`src/tws_pkg.sv`:
```
// Package for the timer, watchdog, sleep and wake block.
// Assumes a 250 MHz core clock and a 32-bit APB register port.
package tws_pkg;

  // Clock and long timing figures
  localparam int unsigned CORE_CLK_MHZ     = 250;
  localparam int unsigned WDT_TIMEOUT_US   = 18000;
  localparam int unsigned START_HOLD_US    = 18000;
  localparam int unsigned WDT_TIMEOUT_CYC  = WDT_TIMEOUT_US * CORE_CLK_MHZ;
  localparam int unsigned WDT_TICK_CYC     = WDT_TIMEOUT_CYC / 256;
  localparam int unsigned START_HOLD_CYC   = START_HOLD_US * CORE_CLK_MHZ;

  // Register byte offsets
  localparam logic [7:0] OFS_OPTION_CTRL   = 8'h00;
  localparam logic [7:0] OFS_WDT_CTRL      = 8'h04;
  localparam logic [7:0] OFS_TIMER_COUNT   = 8'h08;
  localparam logic [7:0] OFS_STATUS_FLAGS  = 8'h0C;
  localparam logic [7:0] OFS_IRQ_FLAG      = 8'h10;
  localparam logic [7:0] OFS_IRQ_MASK      = 8'h14;
  localparam logic [7:0] OFS_PULL_DOWN     = 8'h18;
  localparam logic [7:0] OFS_OPEN_DRAIN    = 8'h1C;
  localparam logic [7:0] OFS_PULL_UP       = 8'h20;
  localparam logic [7:0] OFS_PORT2_DATA    = 8'h24;
  localparam logic [7:0] OFS_COMMAND       = 8'h28;
  localparam logic [7:0] OFS_PROG_COUNTER  = 8'h2C;

  // Option control fields
  localparam int unsigned OPT_PSEL_LSB     = 0;
  localparam int unsigned OPT_BYPASS_BIT   = 3;
  localparam int unsigned OPT_EDGE_BIT     = 4;
  localparam int unsigned OPT_SRC_BIT      = 5;
  localparam int unsigned OPT_INTF_BIT     = 6;

  // Watchdog control fields
  localparam int unsigned WDC_EN_BIT       = 7;
  localparam int unsigned WDC_PSE_BIT      = 5;
  localparam int unsigned WDC_PSEL_LSB     = 2;
  localparam logic [7:0]  WDC_WMASK        = 8'hFC;

  // Status flags fields
  localparam int unsigned STS_TO_BIT       = 4;
  localparam int unsigned STS_PD_BIT       = 3;
  localparam logic [7:0]  STS_WMASK        = 8'hE7;
  localparam logic [7:0]  STS_POR_MASK     = 8'h1F;

  // Interrupt flag bits
  localparam int unsigned IRQ_TMR_BIT      = 0;
  localparam int unsigned IRQ_CHG_BIT      = 1;
  localparam logic [7:0]  IRQ_WMASK        = 8'h1F;

  // Command bits
  localparam int unsigned CMD_CLRWDT_BIT   = 0;
  localparam int unsigned CMD_SLEEP_BIT    = 1;
  localparam int unsigned CMD_IRQ_ON_BIT   = 2;
  localparam int unsigned CMD_IRQ_OFF_BIT  = 3;

  // Reset values
  localparam logic [7:0] RST_OPTION_CTRL   = 8'hBF;
  localparam logic [7:0] RST_WDT_CTRL      = 8'h80;
  localparam logic [7:0] RST_PULL_DOWN     = 8'hFF;
  localparam logic [7:0] RST_OPEN_DRAIN    = 8'h00;
  localparam logic [7:0] RST_PULL_UP       = 8'hFF;
  localparam logic [7:0] RST_IRQ           = 8'h00;
  localparam logic [7:0] RST_STATUS        = 8'h18;

  // Port-change wake vector
  localparam logic [9:0] WAKE_VECTOR       = 10'h006;

endpackage : tws_pkg

```
`src/tws_timer_watchdog.sv`:
```
// Main timer with prescaler, watchdog with prescaler, reset sequencing,
// sleep entry and port-change wake, reached by software over APB.
// Assumes synchronous pins and a core clock that stays alive in sleep.
//
// Local design decisions: the placing of the registers and the APB interface to the registers.
`timescale 1ns/10ps
module tws_timer_watchdog #(
  parameter int unsigned WDT_TICK_CYC   = tws_pkg::WDT_TICK_CYC,
  parameter int unsigned START_HOLD_CYC = tws_pkg::START_HOLD_CYC,
  parameter int unsigned PORT_W         = 8,
  parameter int unsigned PC_W           = 10
) (
  // Clock and power-on reset
  input  wire logic              i_core_clk,
  input  wire logic              i_reset,
  // APB slave
  input  wire logic              i_psel,
  input  wire logic              i_penable,
  input  wire logic              i_pwrite,
  input  wire logic [7:0]        i_paddr,
  input  wire logic [31:0]       i_pwdata,
  output logic                   o_pready,
  output logic                   o_pslverr,
  output logic [31:0]            o_prdata,
  // Pins
  input  wire logic              i_ext_reset_n,
  input  wire logic              i_timer_pin,
  input  wire logic [PORT_W-1:0] i_port2_in,
  // Core side status
  output logic                   o_device_reset,
  output logic                   o_ports_hiz,
  output logic                   o_sleep,
  output logic                   o_wake_pulse,
  output logic [PC_W-1:0]        o_program_counter,
  output logic [7:0]             o_pull_down_ctrl,
  output logic [7:0]             o_open_drain_ctrl,
  output logic [7:0]             o_pull_up_ctrl
);

  // Prescaler tap: ratio is 2^(sel+1), hit when low bits are all ones
  function automatic logic presc_hit(input logic [7:0] cnt,
                                     input logic [2:0] sel);
    logic [7:0] msk;
    msk = 8'hFF >> (3'h7 - sel);
    presc_hit = ((cnt & msk) == msk);
  endfunction : presc_hit

  localparam logic [22:0] HOLD_LOAD = 23'(START_HOLD_CYC - 1);
  localparam logic [15:0] TICK_LOAD = 16'(WDT_TICK_CYC - 1);

  logic [7:0]        option_control_reg;
  logic [7:0]        watchdog_ctrl_reg;
  logic [7:0]        timer_count_reg;
  logic [7:0]        status_flags_reg;
  logic [7:0]        irq_flag_reg;
  logic [7:0]        irq_mask_reg;
  logic [7:0]        pull_down_ctrl_reg;
  logic [7:0]        open_drain_ctrl_reg;
  logic [7:0]        pull_up_ctrl_reg;
  logic [PORT_W-1:0] port2_ref_reg;
  logic [PC_W-1:0]   program_counter_reg;
  logic [7:0]        timer_presc_reg;
  logic [7:0]        wdt_presc_reg;
  logic [7:0]        wdt_count_reg;
  logic [15:0]       osc_div_reg;
  logic [22:0]       hold_cnt_reg;
  logic              hold_reg;
  logic              sleep_reg;
  logic              irq_on_reg;
  logic              pin_prev_reg;
  logic [31:0]       prdata_reg;

  // Bus decode
  logic wr_acc;
  logic rd_acc;
  logic setup_rd;
  logic mapped;
  logic [7:0] wdat;
  assign wr_acc   = i_psel & i_penable & i_pwrite;
  assign rd_acc   = i_psel & i_penable & ~i_pwrite;
  assign setup_rd = i_psel & ~i_penable & ~i_pwrite;
  assign wdat     = i_pwdata[7:0];

  always_comb begin
    case (i_paddr)
      tws_pkg::OFS_OPTION_CTRL, tws_pkg::OFS_WDT_CTRL,
      tws_pkg::OFS_TIMER_COUNT, tws_pkg::OFS_STATUS_FLAGS,
      tws_pkg::OFS_IRQ_FLAG, tws_pkg::OFS_IRQ_MASK,
      tws_pkg::OFS_PULL_DOWN, tws_pkg::OFS_OPEN_DRAIN,
      tws_pkg::OFS_PULL_UP, tws_pkg::OFS_PORT2_DATA,
      tws_pkg::OFS_COMMAND, tws_pkg::OFS_PROG_COUNTER: mapped = 1'b1;
      default: mapped = 1'b0;
    endcase
  end

  // Software writes are ignored while the device is held in reset
  logic wr_ok;
  assign wr_ok = wr_acc & mapped & ~hold_reg;

  function automatic logic wr_to(input logic [7:0] ofs,
                                 input logic       ok,
                                 input logic [7:0] addr);
    wr_to = ok && (addr == ofs);
  endfunction : wr_to

  logic cmd_wr;
  logic clr_wdt_cmd;
  logic sleep_cmd;
  assign cmd_wr      = wr_to(tws_pkg::OFS_COMMAND, wr_ok, i_paddr);
  assign clr_wdt_cmd = cmd_wr & i_pwdata[tws_pkg::CMD_CLRWDT_BIT];
  assign sleep_cmd   = cmd_wr & i_pwdata[tws_pkg::CMD_SLEEP_BIT];

  // Watchdog oscillator, modelled as a free divider of the core clock
  logic osc_tick;
  assign osc_tick = (osc_div_reg == TICK_LOAD);
  always_ff @(posedge i_core_clk) begin
    if (i_reset || osc_tick) begin
      osc_div_reg <= 16'h0000;
    end else begin
      osc_div_reg <= osc_div_reg + 16'h0001;
    end
  end

  // Watchdog prescaler and counter
  logic wdt_en;
  logic wdt_psel_en;
  logic wdt_step;
  logic wdt_timeout;
  logic wdt_clear;
  assign wdt_en      = watchdog_ctrl_reg[tws_pkg::WDC_EN_BIT];
  assign wdt_psel_en = watchdog_ctrl_reg[tws_pkg::WDC_PSE_BIT];
  assign wdt_step    = osc_tick & (~wdt_psel_en | presc_hit(wdt_presc_reg,
                       watchdog_ctrl_reg[tws_pkg::WDC_PSEL_LSB +: 3]));
  assign wdt_timeout = wdt_en & ~hold_reg & wdt_step
                       & (wdt_count_reg == 8'hFF);
  assign wdt_clear   = hold_reg | clr_wdt_cmd | sleep_cmd;

  always_ff @(posedge i_core_clk) begin
    if (i_reset || wdt_clear) begin
      wdt_presc_reg <= 8'h00;
    end else if (osc_tick && wdt_en) begin
      wdt_presc_reg <= wdt_presc_reg + 8'h01;
    end
  end

  // Counts in sleep too, since only the core clock is modelled
  always_ff @(posedge i_core_clk) begin
    if (i_reset || wdt_clear) begin
      wdt_count_reg <= 8'h00;
    end else if (wdt_step && wdt_en) begin
      wdt_count_reg <= wdt_count_reg + 8'h01;
    end
  end

  // Reset sources and start-up hold
  logic rst_event;
  assign rst_event = ~i_ext_reset_n | wdt_timeout;

  always_ff @(posedge i_core_clk) begin
    if (i_reset || rst_event) begin
      hold_reg     <= 1'b1;
      hold_cnt_reg <= HOLD_LOAD;
    end else if (hold_cnt_reg != 23'h000000) begin
      hold_cnt_reg <= hold_cnt_reg - 23'h000001;
    end else begin
      hold_reg     <= 1'b0;
    end
  end

  // Port change detect, reference taken on every port read
  logic port_rd;
  logic port_change;
  assign port_rd     = rd_acc & (i_paddr == tws_pkg::OFS_PORT2_DATA);
  assign port_change = (i_port2_in != port2_ref_reg);

  always_ff @(posedge i_core_clk) begin
    if (i_reset) begin
      port2_ref_reg <= '0;
    end else if (port_rd) begin
      port2_ref_reg <= i_port2_in;
    end
  end

  // Sleep and wake
  logic wake_chg;
  assign wake_chg = sleep_reg & port_change
                    & irq_mask_reg[tws_pkg::IRQ_CHG_BIT];

  always_ff @(posedge i_core_clk) begin
    if (i_reset || hold_reg) begin
      sleep_reg <= 1'b0;
    end else if (wake_chg) begin
      sleep_reg <= 1'b0;
    end else if (sleep_cmd) begin
      sleep_reg <= 1'b1;
    end
  end

  always_ff @(posedge i_core_clk) begin
    if (i_reset || hold_reg) begin
      irq_on_reg <= 1'b0;
    end else if (cmd_wr && i_pwdata[tws_pkg::CMD_IRQ_ON_BIT]) begin
      irq_on_reg <= 1'b1;
    end else if (cmd_wr && i_pwdata[tws_pkg::CMD_IRQ_OFF_BIT]) begin
      irq_on_reg <= 1'b0;
    end
  end

  always_ff @(posedge i_core_clk) begin
    if (i_reset || hold_reg) begin
      program_counter_reg <= '0;
    end else if (wake_chg && irq_on_reg) begin
      program_counter_reg <= PC_W'(tws_pkg::WAKE_VECTOR);
    end else if (wr_to(tws_pkg::OFS_PROG_COUNTER, wr_ok, i_paddr)) begin
      program_counter_reg <= PC_W'(i_pwdata);
    end
  end

  // Main timer: prescaler and count; stopped while asleep
  logic tmr_ext;
  logic pin_edge;
  logic tmr_src;
  logic tmr_inc;
  logic tmr_wr;
  assign tmr_ext  = option_control_reg[tws_pkg::OPT_SRC_BIT];
  assign pin_edge = option_control_reg[tws_pkg::OPT_EDGE_BIT]
                    ? (pin_prev_reg & ~i_timer_pin)
                    : (~pin_prev_reg & i_timer_pin);
  assign tmr_src  = (tmr_ext ? pin_edge : 1'b1) & ~sleep_reg & ~hold_reg;
  assign tmr_inc  = tmr_src & (option_control_reg[tws_pkg::OPT_BYPASS_BIT]
                    | presc_hit(timer_presc_reg,
                      option_control_reg[tws_pkg::OPT_PSEL_LSB +: 3]));
  assign tmr_wr   = wr_to(tws_pkg::OFS_TIMER_COUNT, wr_ok, i_paddr);

  always_ff @(posedge i_core_clk) begin
    if (i_reset) begin
      pin_prev_reg <= 1'b0;
    end else begin
      pin_prev_reg <= i_timer_pin;
    end
  end

  always_ff @(posedge i_core_clk) begin
    if (i_reset || hold_reg || tmr_wr) begin
      timer_presc_reg <= 8'h00;
    end else if (tmr_src) begin
      timer_presc_reg <= timer_presc_reg + 8'h01;
    end
  end

  always_ff @(posedge i_core_clk) begin
    if (i_reset || hold_reg) begin
      timer_count_reg <= 8'h00;
    end else if (tmr_wr) begin
      timer_count_reg <= wdat;
    end else if (tmr_inc) begin
      timer_count_reg <= timer_count_reg + 8'h01;
    end
  end

  // Option and watchdog control
  always_ff @(posedge i_core_clk) begin
    if (i_reset || hold_reg) begin
      option_control_reg <= tws_pkg::RST_OPTION_CTRL;
    end else if (wr_to(tws_pkg::OFS_OPTION_CTRL, wr_ok, i_paddr)) begin
      option_control_reg <= wdat;
    end
  end

  always_ff @(posedge i_core_clk) begin
    if (i_reset || hold_reg) begin
      watchdog_ctrl_reg <= tws_pkg::RST_WDT_CTRL;
    end else if (wake_chg) begin
      watchdog_ctrl_reg[tws_pkg::WDC_EN_BIT] <= 1'b1;
    end else if (wr_to(tws_pkg::OFS_WDT_CTRL, wr_ok, i_paddr)) begin
      watchdog_ctrl_reg <= wdat & tws_pkg::WDC_WMASK;
    end
  end

  // Pin configuration registers
  always_ff @(posedge i_core_clk) begin
    if (i_reset || hold_reg) begin
      pull_down_ctrl_reg  <= tws_pkg::RST_PULL_DOWN;
      open_drain_ctrl_reg <= tws_pkg::RST_OPEN_DRAIN;
      pull_up_ctrl_reg    <= tws_pkg::RST_PULL_UP;
    end else begin
      if (wr_to(tws_pkg::OFS_PULL_DOWN, wr_ok, i_paddr)) begin
        pull_down_ctrl_reg <= wdat;
      end
      if (wr_to(tws_pkg::OFS_OPEN_DRAIN, wr_ok, i_paddr)) begin
        open_drain_ctrl_reg <= wdat;
      end
      if (wr_to(tws_pkg::OFS_PULL_UP, wr_ok, i_paddr)) begin
        pull_up_ctrl_reg <= wdat;
      end
    end
  end

  // Interrupt mask and sticky flags; hardware set beats software clear
  always_ff @(posedge i_core_clk) begin
    if (i_reset || hold_reg) begin
      irq_mask_reg <= tws_pkg::RST_IRQ;
    end else if (wr_to(tws_pkg::OFS_IRQ_MASK, wr_ok, i_paddr)) begin
      irq_mask_reg <= wdat & tws_pkg::IRQ_WMASK;
    end
  end

  logic [7:0] irq_set;
  always_comb begin
    irq_set = 8'h00;
    irq_set[tws_pkg::IRQ_TMR_BIT] = tmr_inc & (timer_count_reg == 8'hFF)
                                    & ~tmr_wr;
    irq_set[tws_pkg::IRQ_CHG_BIT] = port_change
                                    & irq_mask_reg[tws_pkg::IRQ_CHG_BIT];
  end

  always_ff @(posedge i_core_clk) begin
    if (i_reset || hold_reg) begin
      irq_flag_reg <= tws_pkg::RST_IRQ;
    end else if (wr_to(tws_pkg::OFS_IRQ_FLAG, wr_ok, i_paddr)) begin
      irq_flag_reg <= (wdat & tws_pkg::IRQ_WMASK) | irq_set;
    end else begin
      irq_flag_reg <= irq_flag_reg | irq_set;
    end
  end

  // Status flags: time-out and power-down mark the reset or wake cause
  always_ff @(posedge i_core_clk) begin
    if (i_reset) begin
      status_flags_reg <= tws_pkg::RST_STATUS;
    end else if (wdt_timeout) begin
      status_flags_reg[tws_pkg::STS_TO_BIT] <= 1'b0;
      status_flags_reg[tws_pkg::STS_PD_BIT] <= ~sleep_reg;
    end else if (~i_ext_reset_n) begin
      status_flags_reg[tws_pkg::STS_TO_BIT] <= 1'b1;
      status_flags_reg[tws_pkg::STS_PD_BIT] <= ~sleep_reg;
    end else if (sleep_cmd) begin
      status_flags_reg[tws_pkg::STS_TO_BIT] <= 1'b1;
      status_flags_reg[tws_pkg::STS_PD_BIT] <= 1'b0;
    end else if (clr_wdt_cmd) begin
      status_flags_reg[tws_pkg::STS_TO_BIT] <= 1'b1;
      status_flags_reg[tws_pkg::STS_PD_BIT] <= 1'b1;
    end else if (wr_to(tws_pkg::OFS_STATUS_FLAGS, wr_ok, i_paddr)) begin
      status_flags_reg <= (wdat & tws_pkg::STS_WMASK)
                          | (status_flags_reg & ~tws_pkg::STS_WMASK);
    end
  end

  // Read data is captured in the setup cycle so it stands in access
  logic [31:0] rd_mux;
  always_comb begin
    rd_mux = 32'h00000000;
    case (i_paddr)
      tws_pkg::OFS_OPTION_CTRL:  rd_mux[7:0] = option_control_reg;
      tws_pkg::OFS_WDT_CTRL:     rd_mux[7:0] = watchdog_ctrl_reg;
      tws_pkg::OFS_TIMER_COUNT:  rd_mux[7:0] = timer_count_reg;
      tws_pkg::OFS_STATUS_FLAGS: rd_mux[7:0] = status_flags_reg;
      tws_pkg::OFS_IRQ_FLAG:     rd_mux[7:0] = irq_flag_reg;
      tws_pkg::OFS_IRQ_MASK:     rd_mux[7:0] = irq_mask_reg;
      tws_pkg::OFS_PULL_DOWN:    rd_mux[7:0] = pull_down_ctrl_reg;
      tws_pkg::OFS_OPEN_DRAIN:   rd_mux[7:0] = open_drain_ctrl_reg;
      tws_pkg::OFS_PULL_UP:      rd_mux[7:0] = pull_up_ctrl_reg;
      tws_pkg::OFS_PORT2_DATA:   rd_mux[PORT_W-1:0] = i_port2_in;
      tws_pkg::OFS_COMMAND:      rd_mux[0] = irq_on_reg;
      tws_pkg::OFS_PROG_COUNTER: rd_mux[PC_W-1:0] = program_counter_reg;
      default:                   rd_mux = 32'h00000000;
    endcase
  end

  always_ff @(posedge i_core_clk) begin
    if (i_reset) begin
      prdata_reg <= 32'h00000000;
    end else if (setup_rd) begin
      prdata_reg <= rd_mux;
    end
  end

  // Wake pulse register
  logic wake_reg;
  always_ff @(posedge i_core_clk) begin
    if (i_reset) begin
      wake_reg <= 1'b0;
    end else begin
      wake_reg <= wake_chg;
    end
  end

  // Outputs
  assign o_pready          = 1'b1;
  assign o_pslverr         = i_psel & i_penable & ~mapped;
  assign o_prdata          = prdata_reg;
  assign o_device_reset    = hold_reg;
  assign o_ports_hiz       = hold_reg;
  assign o_sleep           = sleep_reg;
  assign o_wake_pulse      = wake_reg;
  assign o_program_counter = program_counter_reg;
  assign o_pull_down_ctrl  = pull_down_ctrl_reg;
  assign o_open_drain_ctrl = open_drain_ctrl_reg;
  assign o_pull_up_ctrl    = pull_up_ctrl_reg;

endmodule : tws_timer_watchdog

```
`config.mk`:
```
export PLATFORM = sky130hd
export DESIGN_NAME = tws_timer_watchdog
export DESIGN_NICKNAME = d
export VERILOG_FILES = /design/src/tws_pkg.sv /design/src/tws_timer_watchdog.sv
export SDC_FILE = /design/constraint.sdc
export NUM_CORES = 1
export LEC_CHECK = 0
export BUFFER_PORTS_ARGS = -buffer_cell sky130_fd_sc_hd__buf_2
export CORE_MARGIN = 3
export CORE_UTILIZATION = 40
export DETAILED_ROUTE_END_ITERATION = 10
export PLACE_DENSITY = 0.63
export SLEW_MARGIN = 25
export SYNTH_ARGS = -nofsm -noshare
export SYNTH_HDL_FRONTEND = slang
export SYNTH_SLANG_ARGS = --single-unit
```
`constraint.sdc`:
```
create_clock -name i_core_clk -period 3.3 [get_ports i_core_clk]
set_input_delay 0.165 -clock i_core_clk [delete_from_list [all_inputs] [get_ports i_core_clk]]
set_output_delay 0.165 -clock i_core_clk [all_outputs]
set_load 0.005 [all_outputs]
```
==> results by group <==
Outcome
  – Outcome: complete, no violations

GRT
  – Vias in the first global route: roughly 6000
  – Pin count of the biggest net entering global routing: 33
  – First-pass GRT wire length: approximately 32000 microns
  – Final global-route overflow total: 0
  – GRT Util Overall: 0.196
  – Number of antenna violations at the first check in global routing: 0

Die
  – Horizontal die dimension: about 140 microns
  – Number of I/O pins: between 100 and 150
  – Die ar.: slightly above 0.02 sq mm
  – Floorplan core area: ~0.018 sq mm
  – Die span in y: ~140 microns
  – Std-Cell Rows: 49
  – Effective utilization at floorplan: 0.414

Synthesis
  – Number of warnings printed during yosys synthesis: 0
  – Yosys reg bits: between 150 and 200
  – Number of enable-type register cells in the synthesized netlist: 0
  – Syn Area/Cell: around 8.6 sq um
  – Count of mapped cells out of synthesis: slightly below 900
  – Sequential cell area fraction in the yosys report: 0.424
  – Most common flop cell mapped by yosys: dfxtp_1
  – Share of flip-flops with an asynchronous set or reset: 0
  – Post-synthesis instance area: 0.00756 sq mm
  – Count of unique library cells instantiated by Yosys: 65

Clock network
  – Clk Tree Root Cell: clkbuf_16
  – TritonCTS Sinks: 160
  – CTS H-Tree Depth: 4
  – Quantity of gates resized following cts: 0
  – Number of buffers between clock root and the deepest sink: 2
  – Clock edge transition at the registers on the reported setup and hold paths: 0.07 ns
  – CTS tree: yes
  – TritonCTS Buffers: 17
  – Skew-Pair Late Insertion Delay: between 0.4 and 0.5 ns

Finish
  – Leading cell types in the layout, fill and taps excluded: 160 x dfxtp_1, 116 x nand2_1, 107 x nor2_1
  – Number of flip-flops in the largest register: 23
  – Nets: slightly above 1000
  – Diodes inserted: 0
  – Final core utilization: 0.475
  – Most common cell after layout, fill and taps aside: dfxtp_1
  – Layout cell share with drive strength beyond 1: 0.159
  – Area delta synth->final: 14.8%

Drt
  – Wire length per cell after detailed routing: 16.9 microns
  – Uppermost layer routed: met4
  – Post-DRT Antenna Nets: 0
  – Met2 Routed Length: 9110 microns
  – Drt first pass iters: 6
  – Drt drc: 0
  – Routed length on met1: about 9100 microns
  – Detailed router's first-iteration violation count: 514
  – Detail Route met3 WL: roughly 1700 microns
  – Mean number of vias per cell: about 5.4
  – Vias: 6450
  – Detailed Route WL: 20100 microns

Timing
  – Period Utilization, post-route: 0.744
  – Number of max-slew violations in the final report: 0
  – Worst-case headroom to the max-slew limit: 0.292
  – Setup repair after global routing missed its margin: false
  – Total negative slack for setup checks: 0 ns
  – Max frequency: 407 MHz
  – Post-layout minimum cycle time: approximately 2.5 ns
  – Maximum clock skew at final layout: about 0.0088 ns
  – Worst slew pin tran: ~1.1 ns
  – Number of endpoints failing setup at the final stage: 0
  – Number of hold violations in the final report: 0

Worst setup path
  – Critical Path AT: 2.76 ns
  – CP Class: flop to flop
  – Type of destination of the critical path: flop
  – Crit path launch type: flop
  – Critical path required time: around 3.6 ns
  – Largest fanout of any net on the critical path: 12

Place
  – Port-buffer cells: a little over 80
  – Final weighted congestion in routability-driven placement: 0.921
  – Estimated wirelength of the detail-placed design: roughly 14000 microns

Hold path
  – Worst hold path class: primary input to flop

Job
  – Total of max-cap violations: 0

Power and ir drop
  – Leak Pwr: about 3.1 nW
  – Largest voltage drop on the vdd net: 0.000400 V
  – Power density relative to cell area: 453 mW/mm^2
cell type report:
| type | instances | area, sq um |
|---|---|---|
| Sequential cell | 160 | 3200 |
| Tap cell | 229 | 287 |
| Inverter | 13 | 48.8 |
| Clock buffer | 19 | 453 |
| Clock inverter | 13 | 104 |
| Fill cell | 1795 | 9590 |
| Multi-Input combinational cell | 660 | 4060 |
| Timing Repair Buffer | 95 | 518 |
worst max-delay path, cell delays in order, from the launching register on:
cell and delay (ns):
dfxtp_1 0.39, nor4bb_1 0.34, nand4_1 0.20, nor2_1 0.13, buf_4 0.19, nand2_1 0.10
o21ai_0 0.41, nand2b_1 0.47, nor2_1 0.10
path summary, 6_finish.rpt:
check                        start                to  slack [ns]  depth (start not counted)
hold reg to reg   hold_cnt_reg[22]  hold_cnt_reg[22]        0.45                          2
setup reg to reg   osc_div_reg[10]  hold_cnt_reg[21]        0.84                          8
setup / recovery   osc_div_reg[10]  hold_cnt_reg[21]        0.84                          8
hold / removal       i_port2_in[2]  port2_ref_reg[2]        0.03                          3
through the flow:
step	std cells	total power [mW]	worst slack, ns	hold slack [ns]	cell area [sq um]
floorplan	896	2.08	1.26	0.279	7640
global placement	1154	2.13	0.840	0.404	8090
detailed placement	1154	2.13	0.782	0.419	8090
CTS	1189	3.97	0.776	0.0124	8680
global route	1189	4.07	0.617	0.0576	8680
finish	1189	3.93	0.844	0.0257	8680
what timing repair did:
| action | CTS | global route |
|---|---|---|
| buffers inserted | 0 | 0 |
| endpoints found under the setup margin | 0 | 0 |
| hold buffers | 3 | 0 |
| endpoints found under the hold margin | 3 | 0 |
Yosys cell counts (all sizes together), types with 3 or more instances:
master  count  area [sq um]
dfxtp     160          3200
nand2     118           448
nor2      110           418
mux2i      58           581
a21oi      44           220
xor2       40           350
buf        35           233
nand3      33           165
clkbuf     28           105
o21ai      28           159
nor3       27           168
xnor2      23           201
and3       17           108
nand4      16           100
inv        13          48.8
a222oi     12           120
a22oi      11          82.6
nor4       10          83.8
a31oi       7          58.8
ha          7          87.6
nand2b      7          43.8
or3         6          37.5
and2        5          31.3
nor2b       5          31.3
a21boi      4          30.0
mux2        4          45.0
nand3b      4          30.0
o211ai      4          35.0
a221oi      3          26.3
nor4b       3          26.3
o221ai      3          26.3
o22ai       3          18.8
o31ai       3          22.5
or4         3          26.3
routing by layer:
| layer | GRT usage | vias to the layer above |
|---|---|---|
| met1 | 0.266 | 3026 |
| met3 | 0.0576 | 24 |
| met2 | 0.303 | 243 |
| li1 | - | 3157 |
| met5 | 0 | - |
| met4 | 0.0565 | 0 |
power breakdown:
part / total [mW] / internal [mW] / switching, mW
clock: 1.84 / 1.01 / 0.827
combinational: 0.149 / 0.0451 / 0.104
sequential: 1.94 / 1.94 / 0.00506
kinds of logic after synthesis:
logic type | after synthesis | synth area share
adder cells (fa/ha/maj) | 7 | 0.0116
AND/OR/NAND/NOR | 374 | 0.239
buffers and inverters | 76 | 0.0511
AO/OA/AOI/OAI | 131 | 0.118
flip-flops | 160 | 0.424
other | 2 | 0.000993
XOR/XNOR | 63 | 0.0730
multiplexers | 62 | 0.0828
(Power assumes the default switching activity.)
